## config.mk

```make
export PLATFORM = sky130hd
export DESIGN_NAME = ppt_err_regs
export DESIGN_NICKNAME = d
export VERILOG_FILES = /design/src/design/ppt_pkg.sv /design/src/design/ppt_err_regs.sv /design/src/design/ppt_msg_sched.sv /design/src/design/ppt_sat_counter.sv
export SDC_FILE = /design/constraint.sdc
export NUM_CORES = 1
export LEC_CHECK = 0
export BUFFER_PORTS_ARGS = -buffer_cell sky130_fd_sc_hd__clkbuf_2
export CAP_MARGIN = 20
export CORE_AREA = 8 8 86 88
export DETAILED_ROUTE_END_ITERATION = 8
export DIE_AREA = 0 0 94 96
export PLACE_DENSITY = 0.83
export SLEW_MARGIN = 40
export SYNTH_ARGS = -nofsm -noshare
export SYNTH_HDL_FRONTEND = slang
export SYNTH_SLANG_ARGS = --single-unit
```

## constraint.sdc

```tcl
create_clock -name clk_i -period 5.6 [get_ports clk_i]
set_clock_uncertainty 0.1 [all_clocks]
set_input_delay 0.84 -clock clk_i [delete_from_list [all_inputs] [get_ports clk_i]]
set_output_delay 0.84 -clock clk_i [all_outputs]
set_load 0.05 [all_outputs]
```

## src/design/ppt_pkg.sv

```systemverilog
// Package for the port parity and time-out error register bank.
// Assumes a single core clock and a byte-addressed Avalon-MM slave port.
package ppt_pkg;

  // Register byte offsets
  localparam logic [11:0] PPT_OFF_PAR_DIS     = 12'h740;
  localparam logic [11:0] PPT_OFF_PAR_STS     = 12'h744;
  localparam logic [11:0] PPT_OFF_PAR_RPT     = 12'h748;
  localparam logic [11:0] PPT_OFF_PAR_CNT     = 12'h74C;
  localparam logic [11:0] PPT_OFF_TO_EN       = 12'h750;
  localparam logic [11:0] PPT_OFF_TO_STS      = 12'h754;
  localparam logic [11:0] PPT_OFF_TO_RPT      = 12'h758;
  localparam logic [11:0] PPT_OFF_IRQ_STS     = 12'h770;
  localparam logic [11:0] PPT_OFF_IRQ_MASK    = 12'h774;

  // Field positions
  localparam int PPT_POS_PAR_DIS  = 0;
  localparam int PPT_POS_PAR_FLAG = 0;
  localparam int PPT_POS_TO_EN    = 0;
  localparam int PPT_POS_TO_P     = 0;
  localparam int PPT_POS_TO_NP    = 1;
  localparam int PPT_POS_TO_CPL   = 2;
  localparam int PPT_POS_TO_INS   = 3;

  // Widths
  localparam int PPT_CNT_W   = 8;
  localparam int PPT_NQ      = 4;
  localparam int PPT_NSRC    = 5;

  // Reset values and counter maximum
  localparam logic [1:0] PPT_RST_PAR_RPT  = 2'h2;
  localparam logic [7:0] PPT_RST_TO_RPT   = 8'h82;
  localparam logic       PPT_RST_TO_EN    = 1'h1;
  localparam logic       PPT_RST_PAR_DIS  = 1'h0;
  localparam logic [7:0] PPT_RST_CNT      = 8'h00;
  localparam logic [7:0] PPT_CNT_MAX      = 8'hFF;

  // Report severity encoding
  typedef enum logic [1:0] {
    PPT_SEV_NONE     = 2'h0,
    PPT_SEV_CORR     = 2'h1,
    PPT_SEV_NONFATAL = 2'h2,
    PPT_SEV_FATAL    = 2'h3
  } ppt_sev_t;

endpackage : ppt_pkg

```

## src/design/ppt_err_regs.sv

```systemverilog
// Per-port parity and time-out error control/status register bank.
// Assumes core event pulses on clk_i and an Avalon-MM master on clk_i.
`timescale 1ns/1ps

// How it works
// RULE_01: Parity report field bits 1:0, reset 2
// RULE_02: Parity report codes: none, cor, nonfatal, fatal
// RULE_03: Parity counter counts each detected error
// RULE_04: Counter saturates at FF, never wraps
// RULE_05: Reading counter returns count and clears it
// RULE_06: Time-out enable bit 0, reset 1
// RULE_07: Posted discard sets status bit 0, W1C
// RULE_08: Non-posted discard sets status bit 1
// RULE_09: Completion discard sets status bit 2
// RULE_10: Insertion discard sets status bit 3
// RULE_11: Time-out reported only on zero-to-one
// RULE_12: Posted report field bits 1:0, reset 2
// RULE_13: Non-posted report field bits 3:2, reset 0
// RULE_14: Completion report field bits 5:4, reset 0
// RULE_15: Time-out report codes match parity codes
// RULE_16: Parity status flag bit 0, W1C
// RULE_17: Insertion report field bits 7:6, reset 2
// RULE_18: Parity disable stops all parity flagging
// RULE_19: Queue simultaneous reports, lose none
module ppt_err_regs
  import ppt_pkg::*;
(
  input  wire logic              clk_i,
  input  wire logic              rst_i,
  // Avalon-MM slave
  input  wire logic [11:0]       avs_address,
  input  wire logic              avs_read,
  input  wire logic              avs_write,
  input  wire logic [31:0]       avs_writedata,
  input  wire logic [3:0]        avs_byteenable,
  output logic      [31:0]       avs_readdata,
  output logic                   avs_waitrequest,
  // Core events
  input  wire logic              parity_error_i,
  input  wire logic [PPT_NQ-1:0] queue_discard_i,
  output logic                   timeout_enable_o,
  output logic                   parity_check_off_o,
  // Error messages to the root
  output logic                   msg_valid_o,
  output ppt_sev_t               msg_severity_o,
  output logic [2:0]             msg_source_o,
  input  wire logic              msg_ready_i,
  // Interrupt
  output logic                   irq_o
);

  logic                  ack;
  logic                  rd_take;
  logic                  wr_take;
  logic                  wr_lo;
  logic [31:0]           next_rdata;
  logic                  par_dis;
  logic                  par_flag;
  logic [1:0]            par_rpt;
  logic [PPT_CNT_W-1:0]  par_cnt;
  logic                  to_en;
  logic [PPT_NQ-1:0]     to_flags;
  logic [7:0]            to_rpt;
  logic [PPT_NSRC-1:0]   irq_sts;
  logic [PPT_NSRC-1:0]   irq_mask;
  logic                  par_seen;
  logic [PPT_NQ-1:0]     to_seen;
  logic                  par_rise;
  logic [PPT_NQ-1:0]     to_rise;
  logic [PPT_NSRC-1:0]   rise;
  logic [2*PPT_NSRC-1:0] sev_sel;
  logic [PPT_NSRC-1:0]   rep_req;
  logic                  cnt_clr;

  // Write-one-to-clear update where a new event wins over the clear
  function automatic logic [PPT_NSRC-1:0] w1c(
    input logic [PPT_NSRC-1:0] cur,
    input logic [PPT_NSRC-1:0] set,
    input logic [PPT_NSRC-1:0] clr
  );
    w1c = (cur & ~clr) | set;
  endfunction : w1c

  // Write strobe for a given register, low byte lane only
  function automatic logic wr_hit(input logic [11:0] off);
    wr_hit = wr_take && wr_lo && (avs_address == off);
  endfunction : wr_hit

  // Bus handshake: every access waits exactly one cycle
  assign avs_waitrequest = (avs_read || avs_write) && !ack;
  assign rd_take         = avs_read && !ack;
  assign wr_take         = avs_write && !ack;
  assign wr_lo           = avs_byteenable[0];

  always_ff @(posedge clk_i) begin
    if (rst_i) begin
      ack <= 1'b0;
    end else begin
      ack <= (avs_read || avs_write) && !ack;
    end
  end

  // Event qualification
  assign par_seen = parity_error_i && !par_dis; // RULE_18
  assign to_seen  = queue_discard_i & {PPT_NQ{to_en}}; // RULE_06
  assign par_rise = par_seen && !par_flag; // RULE_01
  assign to_rise  = to_seen & ~to_flags; // RULE_11
  assign rise     = {to_rise, par_rise};

  // Severity per source: parity, posted, non-posted, completion, insertion
  assign sev_sel  = {to_rpt, par_rpt}; // RULE_15
  always_comb begin
    for (int i = 0; i < PPT_NSRC; i++) begin
      rep_req[i] = rise[i] && (sev_sel[2*i +: 2] != PPT_SEV_NONE); // RULE_02
    end
  end

  // Control registers written by software
  always_ff @(posedge clk_i) begin
    if (rst_i) begin
      par_dis <= PPT_RST_PAR_DIS;
      par_rpt <= PPT_RST_PAR_RPT; // RULE_01
      to_en   <= PPT_RST_TO_EN; // RULE_06
      to_rpt  <= PPT_RST_TO_RPT; // RULE_12
    end else begin
      if (wr_hit(PPT_OFF_PAR_DIS)) begin
        par_dis <= avs_writedata[PPT_POS_PAR_DIS];
      end
      if (wr_hit(PPT_OFF_PAR_RPT)) begin
        par_rpt <= avs_writedata[1:0];
      end
      if (wr_hit(PPT_OFF_TO_EN)) begin
        to_en <= avs_writedata[PPT_POS_TO_EN];
      end
      if (wr_hit(PPT_OFF_TO_RPT)) begin
        to_rpt <= avs_writedata[7:0]; // RULE_13 RULE_14 RULE_17
      end
    end
  end

  // Parity status flag, write one to clear
  always_ff @(posedge clk_i) begin
    if (rst_i) begin
      par_flag <= 1'b0;
    end else begin
      par_flag <= par_seen ||
        (par_flag && !(wr_hit(PPT_OFF_PAR_STS) &&
                       avs_writedata[PPT_POS_PAR_FLAG])); // RULE_16
    end
  end

  // Time-out status flags, one per queue
  always_ff @(posedge clk_i) begin
    if (rst_i) begin
      to_flags <= '0;
    end else begin
      to_flags <= PPT_NQ'(w1c(PPT_NSRC'(to_flags), PPT_NSRC'(to_seen),
        wr_hit(PPT_OFF_TO_STS) ? PPT_NSRC'(avs_writedata[PPT_NQ-1:0])
                               : '0)); // RULE_07 RULE_08 RULE_09 RULE_10
    end
  end

  // Interrupt status and mask
  always_ff @(posedge clk_i) begin
    if (rst_i) begin
      irq_sts  <= '0;
      irq_mask <= '0;
    end else begin
      irq_sts <= w1c(irq_sts, rise,
        wr_hit(PPT_OFF_IRQ_STS) ? avs_writedata[PPT_NSRC-1:0] : '0);
      if (wr_hit(PPT_OFF_IRQ_MASK)) begin
        irq_mask <= avs_writedata[PPT_NSRC-1:0];
      end
    end
  end

  assign irq_o = |(irq_sts & irq_mask);

  // Parity error counter, cleared by the accepted read
  assign cnt_clr = rd_take && (avs_address == PPT_OFF_PAR_CNT); // RULE_05

  ppt_sat_counter #(
    .WIDTH   (PPT_CNT_W)
  ) u_par_cnt (
    .clk_i   (clk_i),
    .rst_i   (rst_i),
    .inc_i   (par_seen), // RULE_03
    .clr_i   (cnt_clr),
    .count_o (par_cnt)
  );

  // Report queue towards the root
  ppt_msg_sched #(
    .NSRC    (PPT_NSRC)
  ) u_sched (
    .clk_i   (clk_i),
    .rst_i   (rst_i),
    .req_i   (rep_req), // RULE_19
    .sev_i   (sev_sel),
    .ready_i (msg_ready_i),
    .valid_o (msg_valid_o),
    .sev_o   (msg_severity_o),
    .src_o   (msg_source_o)
  );

  // Read data mux; unmapped words read as zero
  always_comb begin
    next_rdata = 32'h0000_0000;
    case (avs_address)
      PPT_OFF_PAR_DIS:  next_rdata[PPT_POS_PAR_DIS] = par_dis;
      PPT_OFF_PAR_STS:  next_rdata[PPT_POS_PAR_FLAG] = par_flag;
      PPT_OFF_PAR_RPT:  next_rdata[1:0] = par_rpt;
      PPT_OFF_PAR_CNT:  next_rdata[PPT_CNT_W-1:0] = par_cnt; // RULE_05
      PPT_OFF_TO_EN:    next_rdata[PPT_POS_TO_EN] = to_en;
      PPT_OFF_TO_STS:   next_rdata[PPT_NQ-1:0] = to_flags;
      PPT_OFF_TO_RPT:   next_rdata[7:0] = to_rpt;
      PPT_OFF_IRQ_STS:  next_rdata[PPT_NSRC-1:0] = irq_sts;
      PPT_OFF_IRQ_MASK: next_rdata[PPT_NSRC-1:0] = irq_mask;
      default:          next_rdata = 32'h0000_0000;
    endcase
  end

  // Read data captured when the read is taken
  always_ff @(posedge clk_i) begin
    if (rst_i) begin
      avs_readdata <= 32'h0000_0000;
    end else if (rd_take) begin
      avs_readdata <= next_rdata;
    end
  end

  // Pins to the core
  assign timeout_enable_o   = to_en;
  assign parity_check_off_o = par_dis;
endmodule : ppt_err_regs

```

## src/design/ppt_msg_sched.sv

```systemverilog
// Error message scheduler: one pending slot per report source.
// Assumes the upstream sink takes a message on valid and ready high.
`timescale 1ns/1ps
module ppt_msg_sched
  import ppt_pkg::*;
#(
  parameter int NSRC = PPT_NSRC
) (
  input  wire logic              clk_i,
  input  wire logic              rst_i,
  input  wire logic [NSRC-1:0]   req_i,
  input  wire logic [2*NSRC-1:0] sev_i,
  input  wire logic              ready_i,
  output logic                   valid_o,
  output ppt_sev_t               sev_o,
  output logic [$clog2(NSRC)-1:0] src_o
);

  logic [NSRC-1:0]   pending;
  logic [2*NSRC-1:0] sev_held;
  logic [NSRC-1:0]   take;

  // Lowest pending source goes first
  function automatic logic [$clog2(NSRC)-1:0] pick(input logic [NSRC-1:0] p);
    pick = '0;
    for (int i = NSRC - 1; i >= 0; i--) begin
      if (p[i]) pick = ($clog2(NSRC))'(i);
    end
  endfunction : pick

  assign valid_o = |pending;
  assign src_o   = pick(pending);
  assign sev_o   = ppt_sev_t'(sev_held[2*src_o +: 2]);
  assign take    = (valid_o && ready_i) ? (NSRC'(1) << src_o) : '0;

  // Pending slots; a new request beats the hand-off of the same slot
  always_ff @(posedge clk_i) begin
    if (rst_i) begin
      pending  <= '0;
      sev_held <= '0;
    end else begin
      for (int i = 0; i < NSRC; i++) begin
        if (req_i[i]) begin
          pending[i]        <= 1'b1; // RULE_19
          sev_held[2*i +: 2] <= sev_i[2*i +: 2];
        end else if (take[i]) begin
          pending[i] <= 1'b0;
        end
      end
    end
  end
endmodule : ppt_msg_sched

```

## src/design/ppt_sat_counter.sv

```systemverilog
// Saturating event counter with clear.
// Assumes inc_i and clr_i come from logic on clk_i.
`timescale 1ns/1ps
module ppt_sat_counter
  import ppt_pkg::*;
#(
  parameter int WIDTH = PPT_CNT_W
) (
  input  wire logic             clk_i,
  input  wire logic             rst_i,
  input  wire logic             inc_i,
  input  wire logic             clr_i,
  output logic      [WIDTH-1:0] count_o
);

  logic [WIDTH-1:0] next_count;

  // Clear drops the old value; an event in the same cycle still counts
  always_comb begin
    if (clr_i) begin
      next_count = inc_i ? WIDTH'(1) : '0;
    end else if (inc_i && !(&count_o)) begin
      next_count = count_o + WIDTH'(1); // RULE_03
    end else begin
      next_count = count_o; // RULE_04
    end
  end

  // Count register
  always_ff @(posedge clk_i) begin
    if (rst_i) begin
      count_o <= '0;
    end else begin
      count_o <= next_count;
    end
  end
endmodule : ppt_sat_counter

```

# Word-level counts from Yosys, hierarchy flattened
# Index checks and enable logic that the tools add are counted.
[word_totals]
reg_bits = 59
in_bits = 58
out_inout_bits = 42
wordCells = 114
[classes]
add_sub_neg = 1
n_eq_ne = 9
shifts = 2
muxes = 26
bitwise = 10
reduce_logical = 45
[op_table]
columns = ["op", "count"]
rows = [
  ["== test 12 x 11 -> 1 bit, second input constant", 9],
  ["logical AND 1 bit", 24],
  ["nonzero test 2 bit", 11],
  ["2-to-1 mux 8 bit", 2],
  ["2-to-1 mux 3 bit", 5],
  ["bitwise AND 4 bit", 3],
  ["2-to-1 mux 1 bit", 11],
  ["bitwise AND 5 bit", 2],
  ["2-to-1 mux 5 bit", 2],
  ["one-hot mux 2 bit (5 select lines)", 1],
  ["OR reduction 5 bit", 2],
  ["indexed part select 10 x 5 -> 2 bit", 1],
  ["one-hot mux 1 bit (9 select lines)", 1],
  ["adder 8 x 1 -> 8 bit, second input constant", 1],
  ["NOT 4 bit", 2],
  ["AND reduction 8 bit", 1],
  ["one-hot mux 1 bit (6 select lines)", 1],
  ["one-hot mux 3 bit (2 select lines)", 1],
  ["logical NOT 1 bit", 5],
  ["NOT 5 bit", 1],
  ["OR 5 bit", 1],
  ["<< shifter 1 x 3 -> 5 bit, first input constant", 1],
  ["2-to-1 mux 4 bit", 1],
  ["OR 4 bit", 1],
  ["2 further kinds", 3],
]

# Longest topological paths before layout
# Gate-level depths: netlist of the first run.
[logic_depth]
word_depth = 9
ltp_mapped = 6
mapped_depth_nobuf = 5

# Hierarchy
# From an unflattened synthesis of the first run, not the netlist that was laid out.
[hier_totals]
hier_cells = 382
hier_area_um2 = 3270.6
[by_module_without_submodules]
columns = ["module", "n_inst", "cells_per_inst", "area_per_inst_um2", "seq_area_each_um2"]
rows = [
  ["ppt_err_regs", 1, 249, 2118.3, 720.7],
  ["ppt_msg_sched", 1, 85, 700.7, 300.3],
  ["ppt_sat_counter", 1, 48, 451.7, 160.2],
]

# Worst setup path before layout of the first run
# Ideal clock, no wire load.
[synth_timing]
path_kind = "flip-flop to output port"
start = "reg u_sched.pending[2]"
end = "out msg_severity_o[0]"
t_arrival_ns = 1.760
required_ns = 4.660
setup_slack_ns = 2.900
path_stages_with_launch = 5
n_path_buf = 1
path_cell_list = "dfxtp_1 clkbuf_1 nor4_1 nand2_1 a31oi_1"
[synth_via]
elab_chain_cells = 4
[synth_rtl]
columns = ["element", "line", "text"]
rows = [
  ["from (decl)", "ppt_msg_sched.sv:19", "logic [NSRC-1:0] pending;"],
  ["from (signal assigned)", "ppt_msg_sched.sv:39", "pending <= '0;"],
  ["from (signal, indexed assignment)", "ppt_msg_sched.sv:44", "pending[i] <= 1'b1;"],
  ["from (signal, indexed assignment)", "ppt_msg_sched.sv:47", "pending[i] <= 1'b0;"],
  ["2-to-1 mux 3 bit (3 in series)", "ppt_msg_sched.sv:27", "if (p[i]) pick = ($clog2(NSRC))'(i);"],
  ["indexed part select 10 x 5 -> 2 bit", "ppt_msg_sched.sv:33", "assign sev_o = ppt_sev_t'(sev_held[2*src_o +: 2]);"],
  ["to (decl)", "ppt_err_regs.sv:45", "output ppt_sev_t msg_severity_o,"],
]
# No other way between the ends.

# Worst setup path in the final report of the first run
[layout_timing]
start = "reg u_sched.pending[2]"
end = "out msg_severity_o[1]"
# The elaborated chain is that of the path after synthesis.

==> summary.md, run 1 <==
| Metric | Value |
|---|---|
| Top Ports | `100` |
| Fin crit share | `48.8%` |
| Final nets | `501` |
| RSZ-0062 raised after global routing | `no` |
| Critical Setup Path Class | `register to output port` |
| Post-Syn Area per Cell | `8.06 um^2` |
| Die width | `94 um` |
| Worst R2R Path Depth | `4` |
| Least-Margin Pin Slew | `0.724 ns` |
| Critical Path Start | `u_sched.pending[2]$_SDFFE_PP0P_` |
| Share of layout cells above drive strength 1 | `17.2%` |
| Number of flops mapped to enable cells by yosys | `0` |
| Peak Freq | `366 MHz` |
| Gr ovfl total | `0` |
| Final hold vios | `0` |
| Worst-path fanout max | `10` |
| CP Cell Sequence | `nor4_1, nand2_1, a31oi_1, clkbuf_2` |
| Core Region | `6100 um^2` |
| Post-DP HPWL | `6.27 mm` |
| CP endpoint kind | `output port` |
| Placed insts | `508` |
| Ant. Diodes | `0` |
| Routed WL | `8.51 mm` |
| Num rows | `29` |
| Run status | `completed` |
| CTS tree | `done` |
| Latest clock arrival within the worst-skew pair | `0.35 ns` |
| Max-Slew Margin vs Limit | `51.6%` |
| DRC viols | `0` |
| Post_cts resized | `0` |
| Slowest cell on the critical path | `dfxtp_1` |
| Port buffer count | `48` |
| Min Tclk post-route | `2.73 ns` |
| Clock transition at path regs | `0.07 ns` |
| Max cap viols | `0` |
| Ys flop type | `dfxtp_1` |
| Power density cells | `280 nW/um^2` |
| Initial antenna violation count | `0` |
| Max-slew violations | `0` |
| # Post-CTS Setup Buffers | `0` |
| CTS root buf | `clkbuf_8` |
| Gr usage total | `19.3%` |
| Critical Path Start Type | `register` |
| Starting DRT DRC Count | `261` |
| Max clock buf depth | `2` |
| Die ar. | `9020 um^2` |
| Area Overhead vs Synth | `10.4%` |
| Total power | `1.01 mW` |
| Routed via count | `3099` |
| RR Startpoint | `ack$_SDFF_PP0_` |
| R2R Setup Slk | `3.57 ns` |
| Initial Utilization | `53.5%` |
| RePlAce Congestion | `0.860` |
| Clock sinks | `59` |
| Cts hold-fix bufs | `0` |
| Seq/Total Area, Yosys | `36.2%` |
| Pin count of the biggest net entering global routing | `50` |
| First-pass GRT wire length | `13.7 mm` |
| Vias per cell | `5.91` |
| Worst hold margin | `0.359 ns` |
| TNS Setup | `0 ns` |
| Leak | `1.40 nW` |
| Vias in the first global route | `2869` |
| Die Ht | `96 um` |
| Clock H-tree levels | `3` |
| Cells after Synth | `405` |
| CP peak stage delay | `0.39 ns` |
| Worst r2r dst | `irq_sts[0]$_SDFF_PP0_` |
| Asr flop ratio synth | `0%` |
| Synthesized area | `3260 um^2` |
| CP endpoint | `msg_severity_o[1]` |
| Synth Warn # | `0` |
| TritonRoute pass-1 iters | `6` |
| CTS Buf Count | `9` |
| Fin cells | `524` |
| Antenna Nets Post-Route | `0` |
| Worst EP required | `4.66 ns` |
| # setup viols final | `0` |
| Routed wire per std cell | `16.2 um` |
| Critical path arrival | `1.79 ns` |
| Yosys reg bits | `59` |
| Hold/Removal Path Class | `register to register` |
| VDD IR max | `157 uV` |
| Synth cell types | `57` |
==> layer usage <==
metal,part of all wire (%),track usage (%),vias to the layer above
met5,0,0,-
met4,2.9,9.64,0
met3,10,6.55,26
met2,47,30.7,150
met1,40,22.8,1438
li1,-,-,1485
==> Yosys cell counts (3+ instances only) <==
| library cell | number | area share (%) |
|---|---|---|
| nor2b_1 | 7 | 1.3 |
| a31oi_1 | 6 | 1.2 |
| a211oi_1 | 6 | 1.4 |
| nor3_1 | 9 | 1.4 |
| buf_2 | 4 | 0.61 |
| nand2b_1 | 6 | 1.2 |
| dfxtp_1 | 59 | 36 |
| nor4_1 | 7 | 1.3 |
| nand4_1 | 3 | 0.58 |
| nor2_1 | 22 | 2.5 |
| o21ai_0 | 25 | 3.8 |
| and3b_1 | 4 | 1.1 |
| nand3_1 | 17 | 2.6 |
| mux2i_1 | 10 | 3.1 |
| buf_4 | 24 | 5.5 |
| xnor2_1 | 4 | 1.1 |
| a21oi_1 | 43 | 6.6 |
| clkbuf_1 | 12 | 1.4 |
| nand2_1 | 55 | 6.3 |
| and3_1 | 3 | 0.58 |
| a22oi_1 | 4 | 0.92 |
| mux2_2 | 4 | 1.4 |
| inv_1 | 18 | 2.1 |
| or3_1 | 4 | 0.77 |
| o41ai_1 | 6 | 1.6 |
==> worst max-delay path: cells and delay by family (launching register included) <==
kind	cells	cell delay [ns]
flops	1	0.39
compound gates	1	0.17
buf+inv	1	0.30
simple gates	2	0.58
==> layout by cell type, fill, tap and decap left out, drive strengths merged, types with 2 or more instances in the layout <==
cell    synthesis  final
a211oi          6      6
a21oi          43     43
a221o           2      2
a22o            2      2
a22oi           4      4
a31oi           6      6
and3            3      3
and3b           4      4
bufinv          0      2
clkbuf         14     59
clkinv          0      2
conb            1     24
dfxtp          59     59
inv            18     18
mux2            4      4
mux2i          10     10
nand2          55     55
nand2b          6      6
nand3          17     17
nand3b          2      2
nand4           3      3
nand4b          3      3
nor2           22     22
nor2b           7      7
nor3            9      9
nor3b           2      2
nor4            9      9
o211ai          2      2
o21ai          25     25
o32ai           2      2
o41ai           6      6
or2             2      2
or3             4      4
or3b            2      2
or4b            3      3
xnor2           4      4
==> metrics by stage <==
| stage | setup WS (ns) | utilization, % | cell area, um^2 |
|---|---|---|---|
| 2_1_floorplan | 2.90 | - | 3350 |
| 6_report | 2.87 | 59.1 | 3600 |
| 4_1_cts | 2.84 | 59.0 | 3600 |
| 5_1_grt | 2.68 | 59.1 | 3600 |
| 3_3_place_gp | 2.78 | 55.6 | 3390 |
| 3_5_place_dp | 2.78 | 55.6 | 3390 |
==> area by class of cell <==
class,count,area (um^2)
fill,584,2490
multi-input combinational,306,1810
sequential,59,1180
timing repair buffer,48,243
clock buffer,11,131
tap,77,96.3
clock inverter,5,77.6
inverter,18,67.6
==> flip-flops by register name, summed over array words and instances, names as in the netlist <==
signal and count:
ack 1, avs_readdata 8, irq_mask 5, irq_sts 5
par_flag 1, par_rpt 2, parity_check_off_o 1, timeout_enable_o 1
to_flags 4, to_rpt 8, u_par_cnt.count_o 8, u_sched.pending 5
u_sched.sev_held 10
==> cell families after synthesis <==
kind of cell / count (synthesis) / share of synthesized area (%)
AND/OR/NAND/NOR: 156 / 26.2
AO/OA/AOI/OAI: 106 / 19.7
buffers and inverters: 63 / 11.2
flip-flops: 59 / 36.2
multiplexers: 15 / 5.14
XOR/XNOR: 4 / 1.07
adder cells (fa/ha/maj): 1 / 0.383
other: 1 / 0.115
==> where the power goes <==
| part | switching (mW) | internal [mW] | leakage, nW |
|---|---|---|---|
| sequential | 0.0106 | 0.431 | 0.481 |
| combinational | 0.109 | 0.0368 | 0.820 |
| clock | 0.172 | 0.249 | 0.103 |
==> how the worst min path moves through the flow <==
stage	startpoint	endpoint	slack, ns	cells after the start
CTS	u_sched.sev_held[9]$_SDFFE_PP0P_	u_sched.sev_held[9]$_SDFFE_PP0P_	0.36	2
floorplan	u_sched.sev_held[0]$_SDFFE_PP0P_	u_sched.sev_held[0]$_SDFFE_PP0P_	0.33	2
finish	u_sched.sev_held[9]$_SDFFE_PP0P_	u_sched.sev_held[9]$_SDFFE_PP0P_	0.36	2
detailed placement	u_sched.sev_held[9]$_SDFFE_PP0P_	u_sched.sev_held[9]$_SDFFE_PP0P_	0.35	2
global placement	u_sched.sev_held[6]$_SDFFE_PP0P_	u_sched.sev_held[6]$_SDFFE_PP0P_	0.35	2
global route	u_sched.sev_held[9]$_SDFFE_PP0P_	u_sched.sev_held[9]$_SDFFE_PP0P_	0.38	2
(Power assumes the default switching activity.)
==> run 2: changes to the inputs <==
Settings changed: CORE_AREA 8 8 86 88 to 8 8 93 95, DIE_AREA 0 0 94 96 to 0 0 101 103, PLACE_DENSITY 0.83 to 0.74.
Clock period 5.6 ns to 2.4 ns, I/O delays scaled along.
==> summary.md, run 2 (synthesized netlist as in run 1, its figures left out) <==
| Metric | Value |
|---|---|
| Run status | `completed` |
| Commonest non-fill, non-tap cell in the layout | `dfxtp_1` |
| Critical Path Start Type | `register` |
| VDD IR max | `279 uV` |
| Vias per cell | `5.56` |
| Most frequent cells in the layout | `dfxtp_1 (59), nand2_1 (55), clkbuf_2 (48)` |
| Vias in the first global route | `2934` |
| Clock H-tree levels | `3` |
| Area Overhead vs Synth | `12.7%` |
| Final nets | `511` |
| First-pass GRT wire length | `14.2 mm` |
| Top delay family on crit path | `simple AND/OR/NAND/NOR gates` |
| CP peak stage delay | `0.40 ns` |
| Worst hold margin | `0.154 ns` |
| Critical Path Start | `u_sched.pending[2]$_SDFFE_PP0P_` |
| Peak Freq | `460 MHz` |
| Min Tclk post-route | `2.17 ns` |
| Routed WL | `8.76 mm` |
| Final WS setup | `0.226 ns` |
| RSZ-0062 raised after global routing | `no` |
| Max cap viols | `0` |
| CP endpoint kind | `output port` |
| Register with the most flip-flops | `u_sched.sev_held` |
| CTS root buf | `clkbuf_8` |
| CTS Buf Count | `9` |
| Gr usage total | `17.3%` |
| R2R Setup Slk | `0.37 ns` |
| Final hold vios | `0` |
| Share of layout cells above drive strength 1 | `18.9%` |
| Die Ht | `103 um` |
| Routed via count | `3080` |
| Routed wire per std cell | `15.8 um` |
| Die ar. | `10400 um^2` |
| Hold_sp | `avs_writedata[5]` |
| Max clock buf depth | `2` |
| Clock transition at path regs | `0.06 ns` |
| Setup WS pre-CTS | `0.282 ns` |
| Initial antenna violation count | `0` |
| Hold/Removal Path Class | `input port to register` |
| Ant. Diodes | `0` |
| Max-Slew Margin vs Limit | `55.8%` |
| Placed insts | `540` |
| Die width | `101 um` |
| RR Startpoint | `ack$_SDFF_PP0_` |
| Max-slew violations | `0` |
| Critical path arrival | `1.71 ns` |
| Latest clock arrival within the worst-skew pair | `0.34 ns` |
| Worst-path fanout max | `10` |
| Number of flip-flops under the largest register name | `10` |
| Top Ports | `100` |
| Fin cells | `554` |
| Num rows | `31` |
| Post-DP HPWL | `6.56 mm` |
| Crit path buf inv count | `1` |
| Fin crit share | `90.6%` |
| Worst EP required | `1.94 ns` |
| TNS Setup | `0 ns` |
| Least-Margin Pin Slew | `0.662 ns` |
| # Post-CTS Setup Buffers | `0` |
| TritonRoute pass-1 iters | `5` |
| CP Cell Sequence | `nor4_2, nand2_1, a31oi_1, clkbuf_2` |
| Leak | `1.45 nW` |
| Slowest cell on the critical path | `dfxtp_1` |
| # setup viols final | `0` |
| Final core utilization | `51.5%` |
| RePlAce Congestion | `0.895` |
| Port buffer count | `48` |
| Core Region | `7140 um^2` |
| Pin count of the biggest net entering global routing | `24` |
| Antenna Nets Post-Route | `0` |
| CTS tree | `done` |
| Initial Utilization | `45.7%` |
| Critical Setup Path Class | `register to output port` |
| Starting DRT DRC Count | `205` |
| Power density cells | `612 nW/um^2` |
| Clock sinks | `59` |
| Gr ovfl total | `0` |
| DRC viols | `0` |
run 2: changes by cell type in the layout (fill, tap and decap cells not counted):
cell / delta
bufinv_16: -1
clkbuf_8: +1
clkbuf_4: -1
nor4_1: -1
nor3_2: -1
buf_4: +10
clkinvlp_4: -1
nor4_2: +1
nor3_1: +1
clkbuf_1: -1
clkbuf_2: +1
run 2: final cells by class:
type                            count  area, um^2
Fill cell                         711        3460
Multi-Input combinational cell    306        1810
Sequential cell                    59        1180
Timing Repair Buffer               58         315
Clock buffer                       11         141
Tap cell                           99         124
Inverter                           18        67.6
Clock inverter                      3        40.0
run 2: per-layer routing:
| metal | global-route usage [%] | share of wire [%] |
|---|---|---|
| met2 | 28.0 | 46 |
| met5 | 0 | 0 |
| met3 | 3.85 | 7.6 |
| met1 | 21.6 | 44 |
| met4 | 7.90 | 2.3 |
run 2: worst min-delay path, stage by stage:
cell	delay (ns)
clkbuf_2	0.08
nand3_1	0.05
a21oi_1	0.05
run 2: worst paths after layout:
kind / cells past startpoint / endpoint
setup / recovery: 4 / msg_severity_o[1]
hold / removal: 3 / to_rpt[5]$_SDFFE_PP0P_
setup reg to reg: 4 / irq_sts[0]$_SDFF_PP0_
hold reg to reg: 2 / u_sched.sev_held[5]$_SDFFE_PP0P_
run 2: power breakdown:
part	internal (mW)	switching [mW]
logic	0.0910	0.255
clock network	0.493	0.380
registers	1.01	0.0254
run 2: repair_timing:
| action | in CTS | in global routing |
|---|---|---|
| resized for setup | 0 | 1 |
| hold buffers | 0 | 0 |
| setup endpoints to repair | 0 | 2 |
run 2: stage by stage:
stage | area, um^2 | total power [mW]
after floorplan | 3350 | 1.34
after global placement | 3490 | 1.39
after detailed placement | 3490 | 1.39
after CTS | 3670 | 2.26
after global routing | 3680 | 2.34
final | 3680 | 2.25
